`config.mk`:
```
export PLATFORM = sky130hd
export DESIGN_NAME = cc_calendar_clock
export DESIGN_NICKNAME = d
export VERILOG_FILES = /design/src/design/cc_pkg.sv /design/src/design/cc_calendar_clock.sv /design/src/design/cc_month_len.sv /design/src/design/cc_tick_gen.sv
export SDC_FILE = /design/constraint.sdc
export NUM_CORES = 1
export LEC_CHECK = 0
export BUFFER_PORTS_ARGS = -buffer_cell sky130_fd_sc_hd__buf_2
export CORE_MARGIN = 2
export CORE_UTILIZATION = 46
export DETAILED_ROUTE_END_ITERATION = 12
export PLACE_DENSITY = 0.61
export SLEW_MARGIN = 15
export SYNTH_ARGS = -nofsm -noshare
export SYNTH_HDL_FRONTEND = slang
export SYNTH_SLANG_ARGS = --single-unit
```
`constraint.sdc`:
```
create_clock -name CLK -period 3.1 [get_ports CLK]
set_input_delay 0.155 -clock CLK [delete_from_list [all_inputs] [get_ports CLK]]
set_output_delay 0.155 -clock CLK [all_outputs]
set_load 0.05 [all_outputs]
```
`src/design/cc_pkg.sv`:
```
// Shared constants, types and functions for the calendar clock serial port.
package cc_pkg;

   // Timing of the hundredths-of-seconds tick.
   localparam int CC_CLK_PERIOD_NS  = 40;
   localparam int CC_TICK_PERIOD_NS = 10_000_000;
   localparam int CC_TICK_CYCLES    = CC_TICK_PERIOD_NS / CC_CLK_PERIOD_NS;
   localparam int CC_TICK_CNT_W     = 18;

   // Recognition pattern words, sent first word first, bit 0 first.
   localparam logic [15:0] CC_WORD_A  = 16'h3AC5; // Octal 035305.
   localparam logic [15:0] CC_WORD_B  = 16'h5CA3; // Octal 056243.
   localparam logic [63:0] CC_PATTERN = {CC_WORD_B, CC_WORD_A,
                                         CC_WORD_B, CC_WORD_A};

   // Bit positions in the 64-bit streams.
   localparam logic [5:0] CC_PTR_FIRST = 6'h00;
   localparam logic [5:0] CC_PTR_LAST  = 6'h3F;
   localparam logic [5:0] CC_PTR_STEP  = 6'h01;
   localparam logic [2:0] CC_BYTE_LAST = 3'h7;

   // Calendar register indices.
   localparam int CC_REG_HSEC  = 0;
   localparam int CC_REG_SEC   = 1;
   localparam int CC_REG_MIN   = 2;
   localparam int CC_REG_HOUR  = 3;
   localparam int CC_REG_DOW   = 4;
   localparam int CC_REG_DOM   = 5;
   localparam int CC_REG_MONTH = 6;
   localparam int CC_REG_YEAR  = 7;
   localparam int CC_NUM_REGS  = 8;

   // Writable bits of each register; reserved bits are forced to zero.
   localparam logic [7:0] CC_WMASK [0:7] = '{8'hFF, 8'h7F, 8'h7F, 8'h3F,
                                             8'h07, 8'h3F, 8'h1F, 8'hFF};
   // Power-up values: midnight, day 1, the first of January, year 00.
   localparam logic [7:0] CC_RESET [0:7] = '{8'h00, 8'h00, 8'h00, 8'h00,
                                             8'h01, 8'h01, 8'h01, 8'h00};
   // Highest and lowest BCD value of each register.
   localparam logic [7:0] CC_MAX [0:7]   = '{8'h99, 8'h59, 8'h59, 8'h23,
                                             8'h07, 8'h31, 8'h12, 8'h99};
   localparam logic [7:0] CC_MIN [0:7]   = '{8'h00, 8'h00, 8'h00, 8'h00,
                                             8'h01, 8'h01, 8'h01, 8'h00};

   // BCD digit values.
   localparam logic [3:0] CC_DIGIT_ZERO = 4'h0;
   localparam logic [3:0] CC_DIGIT_ONE  = 4'h1;
   localparam logic [3:0] CC_DIGIT_NINE = 4'h9;

   // Month codes and month lengths in BCD.
   localparam logic [7:0] CC_MON_FEB  = 8'h02;
   localparam logic [7:0] CC_MON_APR  = 8'h04;
   localparam logic [7:0] CC_MON_JUN  = 8'h06;
   localparam logic [7:0] CC_MON_SEP  = 8'h09;
   localparam logic [7:0] CC_MON_NOV  = 8'h11;
   localparam logic [7:0] CC_DAYS_28  = 8'h28;
   localparam logic [7:0] CC_DAYS_29  = 8'h29;
   localparam logic [7:0] CC_DAYS_30  = 8'h30;
   localparam logic [7:0] CC_DAYS_31  = 8'h31;

   // Recognition and transfer states.
   typedef enum logic [1:0] {CC_HUNT, CC_REJECT, CC_DATA} cc_state_t;

   // Steps a BCD byte by one; wraps to the minimum and flags a carry.
   function automatic logic [8:0] cc_bcd_inc(input logic [7:0] v,
                                             input logic [7:0] max,
                                             input logic [7:0] min);
      logic [8:0] r;
      r = {1'b0, v};
      if (v >= max) begin
         r = {1'b1, min};
      end else if (v[3:0] >= CC_DIGIT_NINE) begin
         r = {1'b0, v[7:4] + CC_DIGIT_ONE, CC_DIGIT_ZERO};
      end else begin
         r = {1'b0, v[7:4], v[3:0] + CC_DIGIT_ONE};
      end
      return r;
   endfunction : cc_bcd_inc

endpackage : cc_pkg

```
`src/design/cc_calendar_clock.sv`:
```
// Serial calendar clock behind bit 8 of the additional status register.
`timescale 1ns/1ps
// Functional notes
// Software reads the status register first; that read clears the pointer.
// Access opens after 64 consecutive writes matching the pattern.
// Every pattern and data bit passes through register bit 8.
// Pattern goes bit 0 of word one to bit 15 of word four.
// Pattern words are octal 035305, 056243, 035305, 056243.
// Each write is compared with the pointed bit; a match advances it.
// A mismatch freezes the pointer and later writes are ignored.
// A read during recognition aborts it and resets the pointer.
// After recognition the next 64 cycles move calendar bits.
// Eight byte registers, bit 0 of register 0 to bit 7 of 7.
// Registers are updated as whole bytes; stray bits may corrupt.
// Register 0 holds hundredths, BCD 00 to 99.
// Register 1 holds seconds, BCD 00 to 59, bit 7 zero.
// Register 2 holds minutes, BCD 00 to 59, bit 7 zero.
// Register 3 holds hours, 24-hour BCD 00 to 23.
// Register 4 holds day of week 1 to 7.
// Register 5 holds day of month, BCD 01 to 31.
// Register 6 holds month, BCD 01 to 12.
// Register 7 holds year, BCD 00 to 99.
// Short months and leap-year February end automatically.
// In a data read the current bit appears on bit 8.
// After 64 data cycles the port returns to unrecognised.
module cc_calendar_clock
   import cc_pkg::*;
#(
   parameter int TICK_CYCLES = CC_TICK_CYCLES
) (
   input  wire logic CLK,
   input  wire logic SYS_RST,
   input  wire logic ASR_RD_STB,
   input  wire logic ASR_WR_STB,
   input  wire logic ASR_WR_BIT8,
   output logic      ASR_RD_BIT8,
   output logic      LINK_OPEN
);

   cc_state_t  state_ff;
   cc_state_t  nxt_state;
   logic [5:0] ptr_ff;
   logic [5:0] nxt_ptr;
   logic [5:0] cnt_ff;
   logic [5:0] nxt_cnt;
   logic [63:0] snap_ff;
   logic [7:0] stage_ff;
   logic [7:0] hsec_ff;
   logic [7:0] sec_ff;
   logic [7:0] min_ff;
   logic [7:0] hour_ff;
   logic [7:0] dow_ff;
   logic [7:0] dom_ff;
   logic [7:0] month_ff;
   logic [7:0] year_ff;
   logic [63:0] time_all;
   logic [8:0] hsec_step;
   logic [8:0] sec_step;
   logic [8:0] min_step;
   logic [8:0] hour_step;
   logic [8:0] dow_step;
   logic [8:0] dom_step;
   logic [8:0] month_step;
   logic [8:0] year_step;
   logic [7:0] hit;
   logic       sec_en;
   logic       min_en;
   logic       hour_en;
   logic       day_en;
   logic       month_en;
   logic       year_en;
   logic       rd;
   logic       wr;
   logic       tick;
   logic       matched;
   logic       load_snap;
   logic       data_cycle;
   logic       commit;
   logic [2:0] commit_idx;
   logic [7:0] commit_byte;
   logic [7:0] last_day;

   // Hundredths-of-seconds time base.
   cc_tick_gen #(
      .TICK_CYCLES (TICK_CYCLES)
   ) u_tick (
      .CLK     (CLK),
      .SYS_RST (SYS_RST),
      .TICK    (tick)
   );

   // Month length for the day-of-month rollover.
   cc_month_len u_month_len (
      .MONTH    (month_ff),
      .YEAR     (year_ff),
      .LAST_DAY (last_day)
   );

   // A read strobe wins over a write strobe in the same cycle.
   assign rd = ASR_RD_STB;
   assign wr = ASR_WR_STB & ~ASR_RD_STB;

   // Compares the written bit with the pattern bit at the pointer.
   assign matched = (ASR_WR_BIT8 == CC_PATTERN[ptr_ff]);

   // Marks the cycles that move calendar data.
   assign data_cycle = (state_ff == CC_DATA) && (rd || wr);

   // Recognition and transfer sequencing.
   always_comb begin
      nxt_state = state_ff;
      nxt_ptr   = ptr_ff;
      nxt_cnt   = cnt_ff;
      load_snap = 1'b0;
      case (state_ff)
         CC_HUNT: begin
            if (rd) begin
               nxt_ptr = CC_PTR_FIRST;
            end else if (wr) begin
               if (!matched) begin
                  nxt_state = CC_REJECT;
               end else if (ptr_ff == CC_PTR_LAST) begin
                  nxt_state = CC_DATA;
                  nxt_ptr   = CC_PTR_FIRST;
                  nxt_cnt   = CC_PTR_FIRST;
                  load_snap = 1'b1;
               end else begin
                  nxt_ptr = ptr_ff + CC_PTR_STEP;
               end
            end
         end
         CC_REJECT: begin
            if (rd) begin
               nxt_state = CC_HUNT;
               nxt_ptr   = CC_PTR_FIRST;
            end
         end
         CC_DATA: begin
            if (data_cycle) begin
               if (cnt_ff == CC_PTR_LAST) begin
                  nxt_state = CC_HUNT;
                  nxt_ptr   = CC_PTR_FIRST;
                  nxt_cnt   = CC_PTR_FIRST;
               end else begin
                  nxt_cnt = cnt_ff + CC_PTR_STEP;
               end
            end
         end
         default: begin
            nxt_state = CC_HUNT;
            nxt_ptr   = CC_PTR_FIRST;
            nxt_cnt   = CC_PTR_FIRST;
         end
      endcase
   end

   // State register.
   always_ff @(posedge CLK) begin
      if (SYS_RST) begin
         state_ff <= CC_HUNT;
      end else begin
         state_ff <= nxt_state;
      end
   end

   // Comparison pointer.
   always_ff @(posedge CLK) begin
      if (SYS_RST) begin
         ptr_ff <= CC_PTR_FIRST;
      end else begin
         ptr_ff <= nxt_ptr;
      end
   end

   // Data bit counter.
   always_ff @(posedge CLK) begin
      if (SYS_RST) begin
         cnt_ff <= CC_PTR_FIRST;
      end else begin
         cnt_ff <= nxt_cnt;
      end
   end

   // Read image: taken when access opens, shifted out bit 0 first.
   always_ff @(posedge CLK) begin
      if (SYS_RST) begin
         snap_ff <= '0;
      end else if (load_snap) begin
         snap_ff <= time_all;
      end else if (data_cycle && (nxt_state != CC_DATA)) begin
         snap_ff <= '0;
      end else if (data_cycle) begin
         snap_ff <= {1'b0, snap_ff[63:1]};
      end
   end

   // Write staging byte, filled least significant bit first.
   always_ff @(posedge CLK) begin
      if (SYS_RST) begin
         stage_ff <= '0;
      end else if ((state_ff == CC_DATA) && wr) begin
         stage_ff <= {ASR_WR_BIT8, stage_ff[7:1]};
      end
   end

   // A byte is written only when its eighth bit arrives.
   assign commit      = (state_ff == CC_DATA) && wr &&
                        (cnt_ff[2:0] == CC_BYTE_LAST);
   assign commit_idx  = cnt_ff[5:3];
   assign commit_byte = {ASR_WR_BIT8, stage_ff[7:1]};

   // Calendar bytes in access order, register 0 in the low byte.
   assign time_all = {year_ff, month_ff, dom_ff, dow_ff,
                      hour_ff, min_ff, sec_ff, hsec_ff};

   // One-hot select of the byte that completes this cycle.
   always_comb begin
      for (int i = 0; i < CC_NUM_REGS; i++) begin
         hit[i] = commit && (commit_idx == 3'(i));
      end
   end

   // A written byte with the reserved bits of its register cleared.
   function automatic logic [7:0] masked_byte(input logic [7:0] b,
                                              input int         idx);
      return b & CC_WMASK[idx];
   endfunction : masked_byte

   // Stepped value and wrap flag of every calendar byte.
   assign hsec_step  = cc_bcd_inc(hsec_ff, CC_MAX[CC_REG_HSEC],
                                  CC_MIN[CC_REG_HSEC]);
   assign sec_step   = cc_bcd_inc(sec_ff, CC_MAX[CC_REG_SEC],
                                  CC_MIN[CC_REG_SEC]);
   assign min_step   = cc_bcd_inc(min_ff, CC_MAX[CC_REG_MIN],
                                  CC_MIN[CC_REG_MIN]);
   assign hour_step  = cc_bcd_inc(hour_ff, CC_MAX[CC_REG_HOUR],
                                  CC_MIN[CC_REG_HOUR]);
   assign dow_step   = cc_bcd_inc(dow_ff, CC_MAX[CC_REG_DOW],
                                  CC_MIN[CC_REG_DOW]);
   assign dom_step   = cc_bcd_inc(dom_ff, last_day,
                                  CC_MIN[CC_REG_DOM]);
   assign month_step = cc_bcd_inc(month_ff, CC_MAX[CC_REG_MONTH],
                                  CC_MIN[CC_REG_MONTH]);
   assign year_step  = cc_bcd_inc(year_ff, CC_MAX[CC_REG_YEAR],
                                  CC_MIN[CC_REG_YEAR]);

   // A byte steps on a tick only when every byte below it wraps, day of week aside: day of month steps when the hours wrap.
   assign sec_en   = tick && hsec_step[8];
   assign min_en   = sec_en && sec_step[8];
   assign hour_en  = min_en && min_step[8];
   assign day_en   = hour_en && hour_step[8];
   assign month_en = day_en && dom_step[8];
   assign year_en  = month_en && month_step[8];

   // Hundredths of seconds; a byte written this cycle wins over the tick.
   always_ff @(posedge CLK) begin
      if (SYS_RST) begin
         hsec_ff <= CC_RESET[CC_REG_HSEC];
      end else if (hit[CC_REG_HSEC]) begin
         hsec_ff <= masked_byte(commit_byte, CC_REG_HSEC);
      end else if (tick) begin
         hsec_ff <= hsec_step[7:0];
      end
   end

   // Seconds, stepped when the hundredths wrap.
   always_ff @(posedge CLK) begin
      if (SYS_RST) begin
         sec_ff <= CC_RESET[CC_REG_SEC];
      end else if (hit[CC_REG_SEC]) begin
         sec_ff <= masked_byte(commit_byte, CC_REG_SEC);
      end else if (sec_en) begin
         sec_ff <= sec_step[7:0];
      end
   end

   // Minutes, stepped when the seconds wrap.
   always_ff @(posedge CLK) begin
      if (SYS_RST) begin
         min_ff <= CC_RESET[CC_REG_MIN];
      end else if (hit[CC_REG_MIN]) begin
         min_ff <= masked_byte(commit_byte, CC_REG_MIN);
      end else if (min_en) begin
         min_ff <= min_step[7:0];
      end
   end

   // Hours in 24-hour form, stepped when the minutes wrap.
   always_ff @(posedge CLK) begin
      if (SYS_RST) begin
         hour_ff <= CC_RESET[CC_REG_HOUR];
      end else if (hit[CC_REG_HOUR]) begin
         hour_ff <= masked_byte(commit_byte, CC_REG_HOUR);
      end else if (hour_en) begin
         hour_ff <= hour_step[7:0];
      end
   end

   // Day of week, stepped at midnight and wrapping back to one.
   always_ff @(posedge CLK) begin
      if (SYS_RST) begin
         dow_ff <= CC_RESET[CC_REG_DOW];
      end else if (hit[CC_REG_DOW]) begin
         dow_ff <= masked_byte(commit_byte, CC_REG_DOW);
      end else if (day_en) begin
         dow_ff <= dow_step[7:0];
      end
   end

   // Day of month, wrapping after the last day of the current month.
   always_ff @(posedge CLK) begin
      if (SYS_RST) begin
         dom_ff <= CC_RESET[CC_REG_DOM];
      end else if (hit[CC_REG_DOM]) begin
         dom_ff <= masked_byte(commit_byte, CC_REG_DOM);
      end else if (day_en) begin
         dom_ff <= dom_step[7:0];
      end
   end

   // Month, stepped when the day of month wraps.
   always_ff @(posedge CLK) begin
      if (SYS_RST) begin
         month_ff <= CC_RESET[CC_REG_MONTH];
      end else if (hit[CC_REG_MONTH]) begin
         month_ff <= masked_byte(commit_byte, CC_REG_MONTH);
      end else if (month_en) begin
         month_ff <= month_step[7:0];
      end
   end

   // Year, stepped when the month wraps; there is no century rule.
   always_ff @(posedge CLK) begin
      if (SYS_RST) begin
         year_ff <= CC_RESET[CC_REG_YEAR];
      end else if (hit[CC_REG_YEAR]) begin
         year_ff <= masked_byte(commit_byte, CC_REG_YEAR);
      end else if (year_en) begin
         year_ff <= year_step[7:0];
      end
   end

   // Bit 8 read value; zero whenever no data access is open.
   assign ASR_RD_BIT8 = snap_ff[0];
   assign LINK_OPEN   = (state_ff == CC_DATA);

endmodule : cc_calendar_clock

```
`src/design/cc_month_len.sv`:
```
// Last day of the month in BCD, with February stretched in leap years.
`timescale 1ns/1ps
module cc_month_len
   import cc_pkg::*;
(
   input  wire logic [7:0] MONTH,
   input  wire logic [7:0] YEAR,
   output logic      [7:0] LAST_DAY
);

   logic leap;

   // A two-digit BCD year is a leap year when divisible by four.
   always_comb begin
      if (YEAR[4]) begin
         leap = (YEAR[3:0] == 4'h2) || (YEAR[3:0] == 4'h6);
      end else begin
         leap = (YEAR[3:0] == 4'h0) || (YEAR[3:0] == 4'h4) ||
                (YEAR[3:0] == 4'h8);
      end
   end

   // Picks the month length.
   always_comb begin
      case (MONTH)
         CC_MON_FEB: LAST_DAY = leap ? CC_DAYS_29 : CC_DAYS_28;
         CC_MON_APR,
         CC_MON_JUN,
         CC_MON_SEP,
         CC_MON_NOV: LAST_DAY = CC_DAYS_30;
         default:    LAST_DAY = CC_DAYS_31;
      endcase
   end

endmodule : cc_month_len

```
`src/design/cc_tick_gen.sv`:
```
// Prescaler that makes one pulse every hundredth of a second.
`timescale 1ns/1ps
module cc_tick_gen
   import cc_pkg::*;
#(
   parameter int TICK_CYCLES = CC_TICK_CYCLES
) (
   input  wire logic CLK,
   input  wire logic SYS_RST,
   output logic      TICK
);

   localparam logic [CC_TICK_CNT_W-1:0] TERM =
      CC_TICK_CNT_W'(TICK_CYCLES - 1);
   localparam logic [CC_TICK_CNT_W-1:0] ZERO = '0;
   localparam logic [CC_TICK_CNT_W-1:0] ONE  = CC_TICK_CNT_W'(1);

   logic [CC_TICK_CNT_W-1:0] cnt_ff;
   logic                     tick_ff;

   // Counts clock cycles and pulses once per full period.
   always_ff @(posedge CLK) begin
      if (SYS_RST) begin
         cnt_ff  <= ZERO;
         tick_ff <= 1'b0;
      end else if (cnt_ff >= TERM) begin
         cnt_ff  <= ZERO;
         tick_ff <= 1'b1;
      end else begin
         cnt_ff  <= cnt_ff + ONE;
         tick_ff <= 1'b0;
      end
   end

   assign TICK = tick_ff;

endmodule : cc_tick_gen

```
==> impl_metrics.tcl <==
set metrics [dict create \
    status "finished, final reports clean" \
    critPathKind "register to register" \
    drtPass1Iterations 6 \
    hold-path-cell-count 2 \
    layout.area.seq_um2 3380 \
    crit_path_cell_trace "inv_1, ha_2, mux2i_1, nor3b_1, o21ai_1, mux2_4, ha_4, nor4b_4, o2111ai_2, nand4_1, or3b_4, a221oi_2, nor3_1" \
    syn_area_um2 8580 \
    cts_buffer_depth 2 \
    slew_violations 0 \
    stdcell_area_um2 9580 \
    critPathMaxStageDelay_ps 460 \
    vias_per_cell 6.06 \
    crit_path_end_kind "register" \
    grt-ovfl-total 0 \
    async_flop_share_pct 0 \
    grt_pass1_vias 6779 \
    ys.flop_type "dfxtp_1" \
    stdcell_count 1226 \
    die_y_um 141 \
    clock_sinks 169 \
    reg_top3 "snap_ff x64, u_tick.cnt_ff x18" \
    multi_input_area_um2 4930 \
    dieArea_um2 19800 \
    clock.fmax_mhz 339 \
    start_util_pct 47.3 \
    globalplace.congestion 0.822 \
    drc_errors 0 \
    arrival_ps 3230 \
    io_pins 7 \
    fin_skew_ps 7.24 \
    vias 7428 \
    syn_avg_cell_area_um2 8.62 \
    maxCapViolCount 0 \
    cp.required_ps 3380 \
    numCtsBuffers 17 \
    r2r_cells 13 \
    final_nets 1041 \
    fin_util_pct 52.8 \
    synth_largest_area_cell "dfxtp_1" \
    grt_max_degree 70 \
    antenna_left 0 \
    finalWirelength_um 20700 \
    cts_tree "yes" \
    regMostFlops "snap_ff" \
    crit_slowest_cell "or3b_4" \
    port_buffers 6 \
    yosysUniqueCellTypes 72 \
    synth_top_area_share_pct 39.4 \
    largest_reg_flops 64 \
    synth-seq-cells 169 \
    seq_area_frac_synth_pct 39.4 \
    grt_use_total_pct 21.3 \
    grt_first_pass_wirelength_um 34600 \
    die_w_um 141 \
    netlist_instances 995 \
    vdd_ir_drop_max_mv 0.414 \
    fin_crit_ps 2950 \
    final_hold_viol_count 0 \
    cts-root-buf "clkbuf_16" \
    period_share_pct 95.2 \
    wl_per_cell_um 16.9 \
    row_count 49 \
    cts_setup_buffers 0 \
    dp_cells 1194 \
    fin_tns_setup_ps 0 \
    h-tree-depth 4 \
    n_antenna_cell 0 \
    rsz0062_at_grt "no" \
    dpl.hpwl_um 13900 \
    synth.area.top_cells "dfxtp_1 (39%), ha_1 (7.6%), a222oi_1 (7.2%)" \
    powerDensity_nw_per_um2 450 \
    p_leak_nw 3.57 \
    post-place-ws_ps -6.83 \
    insertion_delay_ps 420 \
    p_total_mw 4.31 \
    worst_hold_slack_ps 45.7 \
    fillers 1688 \
    yosys_warnings 0 \
    dr.first_iter.drc_count 638 \
    hold_path.class "primary input to register" \
    area_growth_pct 11.7 \
    core_um2 18100 \
    clk_pin_slew_worst_paths_ps 70 \
    setup_violations 0 \
    worst-path-max-fanout 4 \
    dpl_cell_area_um2 8920 \
    antenna_found_initial 0 \
    synth_common_cells "dfxtp_1 (169), nor2_1 (157), a222oi_1 (62), nand2_1 (60), clkbuf_1 (53)" \
    max_slew_margin_pct 43.5 \
    post-synth-top-count-cell "dfxtp_1" \
    synth_nets 1052 \
    start_kind "register" \
    drive_gt1_share_pct 10.2 \
    timing.final.ws_setup_ps 150 \
    synth_edf_count 0 \
    worst_slew_pin_slew_ps 844 \
]
==> cell usage in the layout, fill, tap and decap left out, types with 10 or more instances in the layout <==
cell type and count:
dfxtp_1 169, nor2_1 156, a222oi_1 62, nand2_1 60
ha_1 49, inv_1 38, nand3_1 38, a21oi_1 34
buf_4 27, o21ai_0 26, nor3_1 25, clkbuf_16 17
mux2i_1 15, and3_1 15, a211oi_1 15, xnor2_1 14
nand4_1 13, a31oi_1 13, o211ai_1 13, nand2b_1 10
==> per-layer routing <==
layer / vias to the layer above / track usage (%) / part of all wire, %
met1: 3605 / 30.4 / 50
met2: 116 / 33.7 / 45
li1: 3691 / - / -
met3: 16 / 3.80 / 3.3
met4: 0 / 5.26 / 1.3
met5: - / 0 / 0
==> worst max-delay path: cells and delay by family, from the launching register on <==
| kind | cells | cell delay, ps |
|---|---|---|
| buf+inv | 1 | 90 |
| flops | 1 | 310 |
| mux | 2 | 360 |
| simple gates | 5 | 950 |
| fa+ha+maj | 2 | 470 |
| compound gates | 3 | 630 |
==> report_power, final <==
| group | switching (mW) | internal (mW) |
|---|---|---|
| clock | 0.911 | 1.13 |
| sequential | 0.00790 | 2.18 |
| combinational | 0.0638 | 0.0204 |
| total | 0.983 | 3.33 |
==> cell families (layout without fill, tap and decap cells) <==
logic type,count (synthesis),count (layout),share of synthesized area (%)
buffers and inverters,105,107,4.71
xor gates and xnor gates,23,23,2.35
and+or+nand+nor,387,387,21.9
DFF,169,169,39.4
muxes,17,17,2.00
adders and majority gates,52,52,7.58
AOI/OAI and AO/OA,242,242,22.0
==> final timing paths <==
path	slack, ps	endpoint	start
max	150	year_ff[5]$_SDFFE_PP0P_	month_ff[5]$_SDFFE_PP0P_
min	50	state_ff[0]$_SDFF_PP0_	ASR_RD_STB
max reg2reg	150	year_ff[5]$_SDFFE_PP0P_	month_ff[5]$_SDFFE_PP0P_
min reg2reg	450	u_tick.cnt_ff[0]$_SDFF_PP0_	u_tick.cnt_ff[0]$_SDFF_PP0_
==> repair_timing <==
action                                 in CTS  in global routing
pin swaps                                   1                  6
endpoints found under the hold margin       0                  0
gates resized for setup                     2                 19
setup endpoints to repair                   2                 26
hold buffers                                0                  0
==> cell type report <==
type	instances	share of cell area [%]
clock buffer	19	4.62
clock inverter	13	1.21
timing repair buffer	34	2.79
multi-input combinational	721	51.5
tap	229	2.99
sequential	169	35.3
inverter	41	1.61
(Power assumes the default switching activity.)
